### src/design/msp_pkg.sv
/*
 * Shared constants and carrier types of the memory switch partition block:
 * register offsets, field positions, reset values and the partition table.
 * Assumes a 24-bit core with program, X and Y address buses.
 */
package msp_pkg;

    // ---------------------------------------------------------------
    // Bus widths
    // ---------------------------------------------------------------
    localparam int unsigned ADDR_W     = 24;
    localparam int unsigned DATA_W     = 24;
    localparam int unsigned REG_AW     = 8;
    localparam int unsigned REG_DW     = 32;
    localparam int unsigned EXT_W      = 18;
    localparam int unsigned KW_SHIFT   = 10;
    localparam int unsigned KW_W       = 6;

    // ---------------------------------------------------------------
    // Register offsets
    // ---------------------------------------------------------------
    localparam logic [7:0]  CFG_OFS    = 8'h00;
    localparam logic [7:0]  SIZE_OFS   = 8'h04;
    localparam logic [7:0]  FAULT_OFS  = 8'h08;

    // ---------------------------------------------------------------
    // Field positions and reset values
    // ---------------------------------------------------------------
    localparam int unsigned CFG_CE_BIT   = 0;
    localparam int unsigned CFG_MS_BIT   = 1;
    localparam int unsigned CFG_SLO_BIT  = 2;
    localparam int unsigned CFG_SHI_BIT  = 3;
    localparam logic [3:0]  CFG_RST      = 4'h0;
    localparam int unsigned SIZE_P_LSB   = 0;
    localparam int unsigned SIZE_XY_LSB  = 8;
    localparam int unsigned SIZE_C_LSB   = 16;
    localparam logic [2:0]  FAULT_RST    = 3'h0;

    // ---------------------------------------------------------------
    // Partition table, in K words
    // ---------------------------------------------------------------
    localparam logic [5:0]  P_KW_FLAT    = 6'h10;
    localparam logic [5:0]  XY_KW_FLAT   = 6'h18;
    localparam logic [5:0]  P_KW_SW_MAX  = 6'h30;
    localparam logic [5:0]  XY_KW_SW_MIN = 6'h08;
    localparam logic [5:0]  P_KW_STEP    = 6'h08;
    localparam logic [5:0]  XY_KW_STEP   = 6'h04;
    localparam logic [5:0]  CACHE_KW     = 6'h01;
    localparam logic [5:0]  SHARED_KW    = 6'h04;

    // ---------------------------------------------------------------
    // Bootstrap ROM placement in program space
    // ---------------------------------------------------------------
    localparam logic [23:0] BOOT_BASE    = 24'hFF0000;
    localparam int unsigned BOOT_WORDS   = 192;

    // Decoded destination of one access
    typedef struct packed {
        logic              valid;
        logic              to_int;
        logic              to_ext;
        logic              to_boot;
        logic              shared;
        logic              fault;
        logic [EXT_W-1:0]  offs;
    } msp_route_t;

    // Live partition
    typedef struct packed {
        logic       cache_en;
        logic [5:0] p_kw;
        logic [5:0] xy_kw;
    } msp_part_t;

endpackage

### src/design/msp_switch.sv
/*
 * Memory switch partition: sizes program RAM, instruction cache and the
 * X and Y data RAM from a software configuration word, and routes every
 * program, X and Y access to internal RAM, boot ROM or the expansion port, or flags it as a fault.
 * Assumes one clock, address requests synchronous to it, and a register
 * master that never expects a wait.
 */

// ---------------------------------------------------------------
// One address space decoder
// ---------------------------------------------------------------
module msp_space_dec
#(
    parameter bit HAS_BOOT   = 1'b0,
    parameter bit HAS_SHARED = 1'b0
)
(
    // Request
    input  wire logic                     req_i,
    input  wire logic [msp_pkg::ADDR_W-1:0] addr_i,
    // Live size
    input  wire logic [5:0]               size_kw_i,
    // Decision
    output msp_pkg::msp_route_t           route_o
);

    logic [msp_pkg::ADDR_W-1:0] int_words;
    logic [msp_pkg::ADDR_W-1:0] shr_start;
    logic [msp_pkg::ADDR_W-1:0] boot_end;
    logic                       in_boot;
    logic                       in_int;
    logic                       in_ext;

    assign int_words = {8'h00, size_kw_i, 10'h000};
    assign shr_start = int_words - {8'h00, msp_pkg::SHARED_KW, 10'h000};
    assign boot_end  = msp_pkg::BOOT_BASE
                     + 24'(msp_pkg::BOOT_WORDS);
    assign in_boot   = HAS_BOOT && addr_i >= msp_pkg::BOOT_BASE
                     && addr_i < boot_end;
    assign in_int    = addr_i < int_words;
    assign in_ext    = addr_i[msp_pkg::ADDR_W-1:msp_pkg::EXT_W] == '0;

    always_comb
    begin
        route_o         = '0;
        route_o.valid   = req_i;
        route_o.offs    = addr_i[msp_pkg::EXT_W-1:0];
        if (!req_i)
        begin
            route_o.offs = '0;
        end
        else if (in_boot)
        begin
            route_o.to_boot = 1'b1;
            route_o.offs    = 18'(addr_i - msp_pkg::BOOT_BASE);
        end
        else if (in_int)
        begin
            route_o.to_int  = 1'b1;
            route_o.shared  = HAS_SHARED && addr_i >= shr_start;
        end
        else if (in_ext)
        begin
            route_o.to_ext  = 1'b1;
        end
        else
        begin
            route_o.fault   = 1'b1;
        end
    end

endmodule

module msp_switch
#(
    parameter int unsigned ADDR_W     = msp_pkg::ADDR_W,
    parameter int unsigned BOOT_WORDS = msp_pkg::BOOT_WORDS,
    parameter logic [BOOT_WORDS*msp_pkg::DATA_W-1:0] BOOT_IMAGE = '0
)
(
    // Clock and reset
    input  wire logic                        clk_i,
    input  wire logic                        rst_i,
    // Register port
    input  wire logic [msp_pkg::REG_AW-1:0]  reg_addr_i,
    input  wire logic [msp_pkg::REG_DW-1:0]  reg_wdata_i,
    input  wire logic                        reg_wr_i,
    input  wire logic                        reg_rd_i,
    output logic      [msp_pkg::REG_DW-1:0]  reg_rdata_o,
    // Core address buses
    input  wire logic                        p_req_i,
    input  wire logic [ADDR_W-1:0]           p_addr_i,
    input  wire logic                        x_req_i,
    input  wire logic [ADDR_W-1:0]           x_addr_i,
    input  wire logic                        y_req_i,
    input  wire logic [ADDR_W-1:0]           y_addr_i,
    // Routing decisions
    output msp_pkg::msp_route_t              p_route_o,
    output msp_pkg::msp_route_t              x_route_o,
    output msp_pkg::msp_route_t              y_route_o,
    output logic      [msp_pkg::DATA_W-1:0]  boot_data_o,
    // Live partition
    output msp_pkg::msp_part_t               part_o
);

    // ---------------------------------------------------------------
    // Elaboration checks
    // ---------------------------------------------------------------
    if (ADDR_W != msp_pkg::ADDR_W)
    begin : g_chk_aw
        $error("address width must be 24");
    end
    if (BOOT_WORDS == 0 || BOOT_WORDS > msp_pkg::BOOT_WORDS)
    begin : g_chk_boot
        $error("boot ROM depth out of range");
    end

    // ---------------------------------------------------------------
    // Configuration register
    // ---------------------------------------------------------------
    logic [3:0]  cfg_r;
    logic        wr_cfg;
    logic        wr_fault;
    logic        rd_hit;

    assign wr_cfg   = reg_wr_i && reg_addr_i == msp_pkg::CFG_OFS;
    assign wr_fault = reg_wr_i && reg_addr_i == msp_pkg::FAULT_OFS;

    always_ff @(posedge clk_i or posedge rst_i)
    begin
        if (rst_i)
        begin
            cfg_r <= msp_pkg::CFG_RST;
        end
        else if (wr_cfg)
        begin
            cfg_r <= reg_wdata_i[3:0];
        end
    end

    // ---------------------------------------------------------------
    // Partition decode
    // ---------------------------------------------------------------
    logic       cache_en;
    logic       switch_mode;
    logic [1:0] switch_sel;
    logic [5:0] p_kw;
    logic [5:0] xy_kw;
    logic [5:0] p_ram_kw;

    assign cache_en    = cfg_r[msp_pkg::CFG_CE_BIT];
    assign switch_mode = cfg_r[msp_pkg::CFG_MS_BIT];
    assign switch_sel  = {cfg_r[msp_pkg::CFG_SHI_BIT],
                          cfg_r[msp_pkg::CFG_SLO_BIT]};

    always_comb
    begin
        if (!switch_mode)
        begin
            p_kw  = msp_pkg::P_KW_FLAT;
            xy_kw = msp_pkg::XY_KW_FLAT;
        end
        else
        begin
            unique case (switch_sel)
                2'h0:
                begin
                    p_kw  = msp_pkg::P_KW_SW_MAX;
                    xy_kw = msp_pkg::XY_KW_SW_MIN;
                end
                2'h1:
                begin
                    p_kw  = msp_pkg::P_KW_SW_MAX
                          - msp_pkg::P_KW_STEP;
                    xy_kw = msp_pkg::XY_KW_SW_MIN
                          + msp_pkg::XY_KW_STEP;
                end
                2'h2:
                begin
                    p_kw  = msp_pkg::P_KW_SW_MAX
                          - 6'(2 * msp_pkg::P_KW_STEP);
                    xy_kw = msp_pkg::XY_KW_SW_MIN
                          + 6'(2 * msp_pkg::XY_KW_STEP);
                end
                2'h3:
                begin
                    p_kw  = msp_pkg::P_KW_SW_MAX
                          - 6'(3 * msp_pkg::P_KW_STEP);
                    xy_kw = msp_pkg::XY_KW_SW_MIN
                          + 6'(3 * msp_pkg::XY_KW_STEP);
                end
            endcase
        end
    end

    // Cache carves its words out of program RAM only
    assign p_ram_kw = cache_en ? p_kw - msp_pkg::CACHE_KW : p_kw;

    // ---------------------------------------------------------------
    // Per-space decoders
    // ---------------------------------------------------------------
    msp_pkg::msp_route_t p_dec;
    msp_pkg::msp_route_t x_dec;
    msp_pkg::msp_route_t y_dec;

    msp_space_dec #(.HAS_BOOT(1'b1), .HAS_SHARED(1'b0)) u_p_dec
    (
        .req_i     (p_req_i),
        .addr_i    (p_addr_i),
        .size_kw_i (p_ram_kw),
        .route_o   (p_dec)
    );

    msp_space_dec #(.HAS_BOOT(1'b0), .HAS_SHARED(1'b1)) u_x_dec
    (
        .req_i     (x_req_i),
        .addr_i    (x_addr_i),
        .size_kw_i (xy_kw),
        .route_o   (x_dec)
    );

    msp_space_dec #(.HAS_BOOT(1'b0), .HAS_SHARED(1'b1)) u_y_dec
    (
        .req_i     (y_req_i),
        .addr_i    (y_addr_i),
        .size_kw_i (xy_kw),
        .route_o   (y_dec)
    );

    // ---------------------------------------------------------------
    // Registered routing outputs
    // ---------------------------------------------------------------
    always_ff @(posedge clk_i or posedge rst_i)
    begin
        if (rst_i)
        begin
            p_route_o <= '0;
            x_route_o <= '0;
            y_route_o <= '0;
        end
        else
        begin
            p_route_o <= p_dec;
            x_route_o <= x_dec;
            y_route_o <= y_dec;
        end
    end

    always_ff @(posedge clk_i or posedge rst_i)
    begin
        if (rst_i)
        begin
            part_o <= '0;
        end
        else
        begin
            part_o.cache_en <= cache_en;
            part_o.p_kw     <= p_ram_kw;
            part_o.xy_kw    <= xy_kw;
        end
    end

    // ---------------------------------------------------------------
    // Bootstrap ROM
    // ---------------------------------------------------------------
    logic [7:0] boot_idx;

    assign boot_idx = p_dec.offs[7:0];

    always_ff @(posedge clk_i or posedge rst_i)
    begin
        if (rst_i)
        begin
            boot_data_o <= '0;
        end
        else if (p_dec.to_boot)
        begin
            boot_data_o <= BOOT_IMAGE[boot_idx*msp_pkg::DATA_W +:
                                      msp_pkg::DATA_W];
        end
        else
        begin
            boot_data_o <= '0;
        end
    end

    // ---------------------------------------------------------------
    // Sticky fault flags, write one to clear, set wins
    // ---------------------------------------------------------------
    logic [2:0] fault_r;
    logic [2:0] fault_set;
    logic [2:0] fault_nxt;

    assign fault_set = {y_dec.fault, x_dec.fault, p_dec.fault};

    always_comb
    begin
        fault_nxt = fault_r;
        if (wr_fault)
        begin
            fault_nxt = fault_r & ~reg_wdata_i[2:0];
        end
        fault_nxt = fault_nxt | fault_set;
    end

    always_ff @(posedge clk_i or posedge rst_i)
    begin
        if (rst_i)
        begin
            fault_r <= msp_pkg::FAULT_RST;
        end
        else
        begin
            fault_r <= fault_nxt;
        end
    end

    // ---------------------------------------------------------------
    // Register read port
    // ---------------------------------------------------------------
    logic [msp_pkg::REG_DW-1:0] rd_nxt;

    assign rd_hit = reg_rd_i;

    always_comb
    begin
        rd_nxt = '0;
        unique case (reg_addr_i)
            msp_pkg::CFG_OFS:
            begin
                rd_nxt[3:0] = cfg_r;
            end
            msp_pkg::SIZE_OFS:
            begin
                rd_nxt[msp_pkg::SIZE_P_LSB +: 6]  = p_ram_kw;
                rd_nxt[msp_pkg::SIZE_XY_LSB +: 6] = xy_kw;
                rd_nxt[msp_pkg::SIZE_C_LSB]       = cache_en;
            end
            msp_pkg::FAULT_OFS:
            begin
                rd_nxt[2:0] = fault_r;
            end
            default:
            begin
                rd_nxt = '0;
            end
        endcase
    end

    always_ff @(posedge clk_i or posedge rst_i)
    begin
        if (rst_i)
        begin
            reg_rdata_o <= '0;
        end
        else if (rd_hit)
        begin
            reg_rdata_o <= rd_nxt;
        end
        else
        begin
            reg_rdata_o <= '0;
        end
    end

endmodule

### config.mk
export PLATFORM = sky130hd
export DESIGN_NAME = msp_switch
export DESIGN_NICKNAME = d
export VERILOG_FILES = /design/src/design/msp_pkg.sv /design/src/design/msp_switch.sv
export SDC_FILE = /design/constraint.sdc
export NUM_CORES = 1
export LEC_CHECK = 0
export BUFFER_PORTS_ARGS = -buffer_cell sky130_fd_sc_hd__buf_2
export CAP_MARGIN = 20
export CORE_ASPECT_RATIO = 0.75
export CORE_MARGIN = 8
export CORE_UTILIZATION = 43
export CTS_CLUSTER_DIAMETER = 50
export DETAILED_ROUTE_END_ITERATION = 6
export PLACE_DENSITY = 0.87
export SYNTH_ARGS = -nofsm -noshare
export SYNTH_HDL_FRONTEND = slang
export SYNTH_SLANG_ARGS = --single-unit
### constraint.sdc
create_clock -name clk_i -period 3.8 [get_ports clk_i]
set_clock_uncertainty 0.1 [all_clocks]
set_input_delay 0.57 -clock clk_i [delete_from_list [all_inputs] [get_ports clk_i]]
set_output_delay 0.57 -clock clk_i [all_outputs]
set_load 0.01 [all_outputs]
==> flow_summary.ini, run 1 <==
[final_layout]
layout_commonest_cell = buf_2
final_cell_mix = 179 x buf_2, 93 x dfrtp_1, 52 x conb_1
syn_to_final_growth_pct = 26.9
n_antenna_cell = 0
fin_area_um2 = 5420
drive_above_1_share_pct = 36.3
nets = 713
stdcell_count = 703
num-fill-cells = 833

[run_status]
status = completed

[cts]
insertion_delay_ns = 0.33
root_buffer = clkbuf_16
cts_made_buffers = 9
cts_buffer_depth = 2
ctsHoldBuffers = 0
cts_tree = yes
htreeDepth = 3
clk_pin_slew_ns = 0.06
ctsResizeCount = 0
clock-sinks = 93
cts_setup_buffers = 0

[power_and_ir_drop]
p_total_uw = 2180
power_density_nw_per_um2 = 402
leakage_uw = 0.00298
ir_drop_mv = 0.215

[synth]
syn_inst = 380
ys_ff_latch = 93
yosysWarningCount = 0
synth_seq_area_share_pct = 54.5
syn_area_per_cell_um2 = 11.2
netlist_area_um2 = 4270
yosys.cell_types.count = 40

[global_routing]
grt_pass1_vias = 3398
grt_util_all_layers_pct = 16.4
grt_max_degree = 62
grt-ovfl-total = 0
grt_pass1_wl_mm = 16.9
antenna_found_initial = 1

[detailed_routing]
wirelength_mm = 11.4
drc_errors = 0
firstDrtPassIters = 4
vias = 3208
drt-initial-drc-count = 199
vias_per_cell = 4.56
wl_per_cell_um = 16.2
ant_nets = 0

[timing]
min_period_ns = 2.93
finalSetupTns_ns = 0
finalHoldViolCount = 0
worst_slew_pin_slew_ns = 0.739
setup_viol = 0
timing.fmax_mhz = 341
rsz0062_at_grt = no
setup_slack_ns = 0.866
drv_slew = 0
post-route-period-util_pct = 77.2
relSlewSlack_pct = 50.7

[die]
dieArea_um2 = 13400
fp.coreArea_um2 = 9660
io_pins = 260
fp.dieH_um = 102
initial_utilization_pct = 44.2
rows = 31
die_width_um = 131

[placed_design]
place_inst = 687
globalplace.congestion = 0.829
post-place-ws_ns = 0.904
dpl_cell_area_um2 = 5120
dp.final_hpwl_mm = 9.31
port_buffers = 179

[critical_path]
reg2reg_slack_ns = 0.87
crit_arrival_ns = 3.07
critPathRequiredTime_ns = 3.94
start_kind = flip-flop
rr_startpoint = cfg_r[2]
critical_path_class = reg2reg
endpoint_kind = flip-flop
r2r-end = p_route_o[22]
cp-startpoint = cfg_r[2]
crit_end = p_route_o[22]
r2r_cells = 12
worstPathMaxFanout = 6

[run]
maxCapViolCount = 0

[worst_hold_path]
min_path_type = in2async
-- cell usage after synthesis, drive strengths merged --
cell type  number  area [um2]
dfrtp          93        2330
buf            56         420
and2           51         319
ha             28         350
nor2           27         101
inv            21        78.8
nand2          16        60.1
o21ai          15        75.1
nor4           10        77.6
a21oi           8        40.0
nor2b           6        37.5
nand4           5        31.3
a211oi          4        30.0
nand2b          4        25.0
clkbuf          3        11.3
nand3           3        20.0
nor4b           3        26.3
a31oi           2        12.5
a41oi           2        17.5
and4            2        17.5
and4b           2        20.0
nor3b           2        15.0
o21a            2        15.0
or2b            2        15.0
xnor2           2        25.0
a2111oi         1        15.0
a2bb2oi         1        8.76
conb            1        3.75
mux2            1        11.3
nand3b          1        7.51
nor3            1        5.00
nor4bb          1        10.0
o211a           1        10.0
or2             1        8.76
or3b            1        11.3
xor2            1        8.76
-- stage by stage --
| stage | util [%] | hold slack [ns] |
|---|---|---|
| 2_1_floorplan | - | 0.255 |
| 3_3_place_gp | 53.0 | 0.403 |
| 3_5_place_dp | 53.0 | 0.413 |
| 4_1_cts | 56.1 | 0.230 |
| 5_1_grt | 56.1 | 0.258 |
| 6_report | 56.1 | 0.220 |
-- critical path, stage by stage (launching register included) --
cell	delay [ns]
dfrtp_1	0.45
inv_1	0.09
ha_1	0.19
nand2b_1	0.15
or2_4	0.30
ha_1	0.20
nand2_1	0.07
xnor2_1	0.20
ha_1	0.32
nand2_1	0.09
nand3b_1	0.09
a211oi_1	0.35
nor3b_1	0.24
-- routing by layer --
metal	GRT usage [%]	vias up	share of wire, %
met5	0	-	0.11
met4	4.57	2	0.85
met3	4.90	10	9.5
met2	27.0	155	47
met1	20.5	1523	42
li1	-	1518	-
-- flip-flops by register name, indices dropped and copies added (netlist names) --
name / count
cfg_r: 4
fault_r: 3
p_route_o: 23
part_o: 7
reg_rdata_o: 10
x_route_o: 23
y_route_o: 23
-- worst min path at each step --
stage | end | cells past startpoint | slack [ns]
2_1_floorplan | part_o[8] | 0 | 0.25
5_1_grt | p_route_o[1] | 3 | 0.26
4_1_cts | p_route_o[1] | 3 | 0.23
6_report | p_route_o[3] | 3 | 0.22
3_3_place_gp | fault_r[0] | 2 | 0.40
3_5_place_dp | reg_rdata_o[0] | 2 | 0.41
-- power by group --
group | internal (uW) | total (uW) | switching [uW]
logic | 101 | 257 | 155
clock network | 516 | 882 | 367
registers | 1030 | 1040 | 13.4
total | 1640 | 2180 | 536
-- kinds of logic after synthesis --
family,count (synthesis),synth area share (%)
and+or+nand+nor,138,18.9
DFF,93,54.5
buffers and inverters,80,12.0
AOI/OAI and AO/OA,36,5.25
adders and majority gates,28,8.21
xor gates and xnor gates,3,0.792
other,1,0.0878
muxes,1,0.264
-- cell type report --
type | count | area (um2) | share of cell area [%]
clock buffers | 10 | 229 | 4.23
clock inverters | 6 | 68.8 | 1.27
well taps | 132 | 165 | 3.05
multi-input cells | 258 | 1620 | 29.9
flip-flops and latches | 93 | 2330 | 42.9
repair buffers | 183 | 926 | 17.1
inverters | 21 | 80.1 | 1.48
No activity file was read; power rests on OpenSTA's default activity.
==> run 2: changes to the inputs <==
Clock period 3.8 ns to 2.7 ns, I/O delays scaled along.
==> run 2 against run 1 <==
Count of clock-buffer cells in the layout unchanged. Clock power increased by 42%. Critical path depth decreased by 1. Final cell count increased by 0.57%. Wire length increased by 1.5%. Non-clock buffer count increased by 4. Critical endpoint unchanged.
==> flow_summary.ini, run 2 (synthesis gave the netlist of run 1 again) <==
[timing]
setup_viol = 0
min_period_ns = 2.60
worst_slew_pin_slew_ns = 0.736
finalHoldViolCount = 0
drv_slew = 0
post-route-period-util_pct = 96.3
fin_hold_ws_ns = 0.0862
timing.fmax_mhz = 385
setup_slack_ns = 0.0998
rsz0062_at_grt = yes
relSlewSlack_pct = 50.9

[die]
die_width_um = 131
io_pins = 260
fp.coreArea_um2 = 9660
initial_utilization_pct = 44.2
dieArea_um2 = 13400
fp.dieH_um = 102
rows = 31

[final_layout]
layout_commonest_cell = buf_2
largestRegisters = p_route_o x23, x_route_o x23, y_route_o x23
n_antenna_cell = 0
regArea_um2 = 2330
stdcell_count = 707
multi_input_area_um2 = 1650
num-fill-cells = 800
final_cell_mix = 179 x buf_2, 93 x dfrtp_1, 52 x conb_1
syn_to_final_growth_pct = 28.7
drive_above_1_share_pct = 37.6
nets = 717

[global_routing]
grt_pass1_wl_mm = 17.4
grt-ovfl-total = 0
grt_util_all_layers_pct = 16.8
grt_max_degree = 62
grt_pass1_vias = 3588
antenna_found_initial = 1

[detailed_routing]
ant_nets = 0
drt-initial-drc-count = 149
wl_per_cell_um = 16.4
vias = 3227
vias_per_cell = 4.56
wirelength_mm = 11.6
firstDrtPassIters = 4
drc_errors = 0

[cts]
cts_setup_buffers = 0
root_buffer = clkbuf_16
ctsHoldBuffers = 0
clk_pin_slew_ns = 0.07
insertion_delay_ns = 0.33
cts_made_buffers = 9
clock-sinks = 93
cts_tree = yes
htreeDepth = 3
cts_buffer_depth = 2

[critical_path]
critPathRequiredTime_ns = 2.85
reg2reg_slack_ns = 0.1
endpoint_kind = flip-flop
rr_startpoint = cfg_r[2]
r2r-end = p_route_o[22]
critical_path_class = reg2reg
r2r_cells = 11
cp-startpoint = cfg_r[2]
worstPathMaxFanout = 6
start_kind = flip-flop
crit_arrival_ns = 2.75

[power_and_ir_drop]
power_density_nw_per_um2 = 561
ir_drop_mv = 0.287
leakage_uw = 0.00301

[placed_design]
post-place-ws_ns = -0.0268
dp.final_hpwl_mm = 9.27
place_inst = 691
port_buffers = 179
globalplace.congestion = 0.817

[worst_hold_path]
min_path_type = in2async

[run_status]
status = completed

[run]
maxCapViolCount = 0
-- run 2: changes by cell type in the layout (fill, tap and decap cells not counted), moves of 2 or more --
cell	delta
nor4b_2	+2
buf_4	+3
clkinv_4	+2
nor4b_1	-2
-- run 2: final cells by class --
cell class / count / share of cell area (%)
clock buffer: 10 / 4.17
timing repair buffer: 187 / 17.6
clock inverter: 6 / 1.28
inverter: 21 / 1.50
sequential: 93 / 42.3
tap: 132 / 3.01
multi-input combinational: 258 / 30.1
-- run 2: worst max-delay path, stage by stage, from the launching register on --
cell,delay [ns]
dfrtp_1,0.35
inv_1,0.06
ha_1,0.19
nand2b_1,0.15
or2_4,0.28
ha_1,0.31
nand2_1,0.08
o21ai_1,0.10
ha_1,0.30
o211a_1,0.13
a211oi_2,0.25
nor3b_2,0.22
-- run 2: worst max-delay path by stage --
stage,end,slack [ns],cells past startpoint
detailed placement,p_route_o[22],-0.03,11
floorplan,p_route_o[22],0.17,11
finish,p_route_o[22],0.1,11
global placement,p_route_o[22],0.13,11
CTS,p_route_o[22],0.003,11
global route,p_route_o[22],-0.01,11
-- run 2: through the flow --
stage | util, % | TNS [ns] | cell area (um2) | total power, uW
3_5_place_dp | 53.5 | -0.0268 | 5170 | 1860
3_3_place_gp | 53.5 | 0 | 5170 | 1840
4_1_cts | 56.6 | 0 | 5470 | 3110
2_1_floorplan | - | 0 | 4460 | 1730
6_report | 56.9 | 0 | 5500 | 3080
5_1_grt | 56.9 | -0.0139 | 5500 | 3220
-- run 2: what timing repair did --
action	CTS	global route
pin swaps	0	4
endpoints found under the hold margin	0	0
setup endpoints to repair	1	4
gates resized for setup	1	5
-- run 2: layer usage --
layer | track usage [%] | vias up | wire length [um]
met1 | 19.5 | 1520 | 4660
met3 | 5.16 | 21 | 1100
met4 | 6.07 | 2 | 240
met5 | 0 | - | 12
li1 | - | 1531 | -
met2 | 28.7 | 153 | 5550
-- run 2: power breakdown --
| group | switching (uW) | internal [uW] |
|---|---|---|
| registers | 17.9 | 1450 |
| clock network | 523 | 726 |
| logic | 223 | 148 |
==> run 3: changes to the inputs <==
Settings changed: CORE_MARGIN 8 to not set, CORE_UTILIZATION 43 to 46, PLACE_DENSITY 0.87 to 0.88, SYNTH_HIERARCHICAL set to 1.
==> run 3 against run 2 <==
The flow now finishes with violations (negative setup slack). Critical path depth shrank 1. Hold slack gained 0.090 ns. Sequential power grew 3%. Via count grew 21%. Cell area grew 20%. Clock power is essentially flat. Setup slack lost 0.12 ns. Core utilization grew 6.6 points. Total power grew 4.3%. Register-to-register slack lost 0.12 ns. Critical path type unchanged.
==> flow_summary.ini, run 3 <==
[run_status]
status = complete, but fails checks
violations = negative setup slack

[detailed_routing]
wl_per_cell_um = 14.4
drt-initial-drc-count = 142
ant_nets = 0
met3_length_um = 819
top_layer_used = met4
wl_met2_mm = 5.99
vias_per_cell = 4.80
wl_met1_mm = 4.74
firstDrtPassIters = 4
drc_errors = 0
wirelength_mm = 11.7
vias = 3894

[cts]
cts_buffer_depth = 2
cts_made_buffers = 9
clock-sinks = 96
htreeDepth = 3
clk_pin_slew_ns = 0.07
cts_tree = yes
root_buffer = clkbuf_16
insertion_delay_ns = 0.34

[synth]
synth_seq_area_share_pct = 48.5
synth_area_leaders = dfrtp_1 48%, ha_1 12%, buf_4 8.8%, and2_1 6.7%, a21oi_1 2.3%
synth-edff-count = 0
yosys.area.top_type = dfrtp_1
yosys.cell_types.count = 44
synth_commonest_cells = 96 x dfrtp_1, 58 x buf_4, 53 x and2_1, 48 x ha_1, 28 x inv_1
syn_area_per_cell_um2 = 11.0
synthDominantCellAreaShare_pct = 48.5
ys_async_sr_fraction_pct = 100
yosysWarningCount = 6
syn_inst = 452
synthFlopType = dfrtp_1
netlist_area_um2 = 4960
yosysMostFrequentCell = dfrtp_1
ys_ff_latch = 96

[final_layout]
largestRegisters = p_route_o x24, x_route_o x24, y_route_o x24
n_antenna_cell = 0
layout_commonest_cell = buf_2
drive_above_1_share_pct = 40.7
finalCoreUtilization_pct = 63.5
syn_to_final_growth_pct = 32.8
nets = 837
final_cell_mix = 182 x buf_2, 94 x dfrtp_1, 60 x conb_1

[timing]
post-route-period-util_pct = 101
setup_viol = 1
drv_slew = 0
rsz0062_at_grt = yes
setup_slack_ns = -0.0195
worst_slew_pin_slew_ns = 0.625
timing.fmax_mhz = 368
fin_hold_ws_ns = 0.177
min_period_ns = 2.72
relSlewSlack_pct = 58.0
finalSetupTns_ns = -0.0195
finalHoldViolCount = 0

[critical_path]
r2r-end = x_route_o[19]
start_kind = flip-flop
rr_startpoint = cfg_r[2]
critical_path_class = reg2reg
critPathRequiredTime_ns = 2.82
worstPathMaxFanout = 6
endpoint_kind = flip-flop
cp-startpoint = cfg_r[2]
r2r_cells = 10
crit_arrival_ns = 2.84
reg2reg_slack_ns = -0.02
crit_end = x_route_o[19]

[placed_design]
post-place-ws_ns = -0.183
dp.final_hpwl_mm = 9.08
port_buffers = 182
globalplace.congestion = 0.863

[die]
die_width_um = 122
dieArea_um2 = 11200
fp.dieH_um = 91.9
initial_utilization_pct = 47.8
rows = 32
io_pins = 260
fp.coreArea_um2 = 10400

[run]
maxCapViolCount = 0

[worst_hold_path]
min_path_type = in2reg

[power_and_ir_drop]
ir_drop_mv = 0.288
p_sw_share_pct = 27.3
power_switching_uw = 879
clockPowerShare_pct = 38.7
combPwrFrac_pct = 14.3
power_density_nw_per_um2 = 489
p_total_uw = 3220
intPower_uw = 2340
seqPwrFrac_pct = 47.0
leakage_uw = 0.00347

[global_routing]
grt_pass1_wl_mm = 18.4
grt_util_all_layers_pct = 21.4
antenna_found_initial = 1
grt_pass1_vias = 3837
grt_max_degree = 47
grt-ovfl-total = 0
==> run 3: cell count changes in the layout (fill, tap and decap cells not counted), moves of 5 or more <==
cell	previous run	this run
buf_4	7	30
ha_4	0	11
nor2_1	27	18
nand3_1	2	7
nand4_1	5	13
a21o_1	0	9
o21ai_0	14	6
ha_1	28	37
a21oi_1	8	22
conb_1	52	60
nor4_1	9	4
==> run 3: final cells by class <==
class / instances / area (um2)
Tap cell: 136 / 170
Fill cell: 844 / 3790
Clock inverter: 7 / 73.8
Timing Repair Buffer: 215 / 1180
Multi-Input combinational cell: 320 / 2420
Clock buffer: 9 / 225
Inverter: 28 / 111
Sequential cell: 96 / 2400
==> run 3: layer usage <==
layer	up-vias	global-route usage (%)
met5	-	0
met4	0	7.10
met3	16	4.79
met2	160	37.8
met1	1865	25.6
li1	1853	-
==> run 3: worst min-delay path by stage <==
stage	from	endpoint	slack [ns]	cells past startpoint
after detailed placement	rst_i	x_route_o[20]	0.33	2
after global routing	p_addr_i[1]	p_route_o[1]	0.17	2
final	p_addr_i[4]	p_route_o[4]	0.18	2
after global placement	rst_i	x_route_o[20]	0.31	2
after CTS	p_addr_i[4]	p_route_o[4]	0.16	2
after floorplan	cfg_r[0]	part_o[8]	0.30	0
==> run 3: critical path, cell delays in order (launching register included) <==
cell	delay, ns
dfrtp_2	0.45
ha_4	0.18
o21ai_4	0.19
inv_4	0.08
buf_4	0.14
nor3_4	0.11
xnor2_1	0.09
ha_1	0.33
a21o_1	0.20
o41a_1	0.41
o41a_1	0.32
==> run 3: power groups by stage <==
stage / Clock [uW] / Sequential [uW] / Combinational (uW)
6_report: 1250 / 1510 / 459
4_1_cts: 1290 / 1510 / 455
3_5_place_dp: 0 / 1540 / 438
3_3_place_gp: 0 / 1540 / 416
2_1_floorplan: 0 / 1570 / 258
5_1_grt: 1340 / 1520 / 512
==> run 3: logic make-up (layout without fill, tap and decap cells) <==
| group | count (synthesis) | after routing | share of synthesized area [%] |
|---|---|---|---|
| adder cells (fa/ha/maj) | 48 | 48 | 12.1 |
| AND/OR/NAND/NOR | 149 | 149 | 18.7 |
| flip-flops | 96 | 96 | 48.5 |
| multiplexers | 4 | 4 | 0.909 |
| XOR/XNOR | 5 | 5 | 0.883 |
| buffers and inverters | 92 | 259 | 11.4 |
| other | 4 | 60 | 0.303 |
| AO/OA/AOI/OAI | 54 | 54 | 7.32 |
==> run 3: what timing repair did <==
action / in CTS / in global routing
hold buffers: 1 / 0
gates resized for setup: 23 / 11
pin swaps: 12 / 3
endpoints found under the setup margin: 2 / 3
hold endpoints to repair: 14 / 0
buffers inserted: 10 / 3
==> run 3: stage by stage <==
step / area [um2] / instances
6_report: 6580 / 811
5_1_grt: 6580 / 811
4_1_cts: 6490 / 808
3_5_place_dp: 5950 / 781
3_3_place_gp: 5950 / 781
2_1_floorplan: 5180 / 508
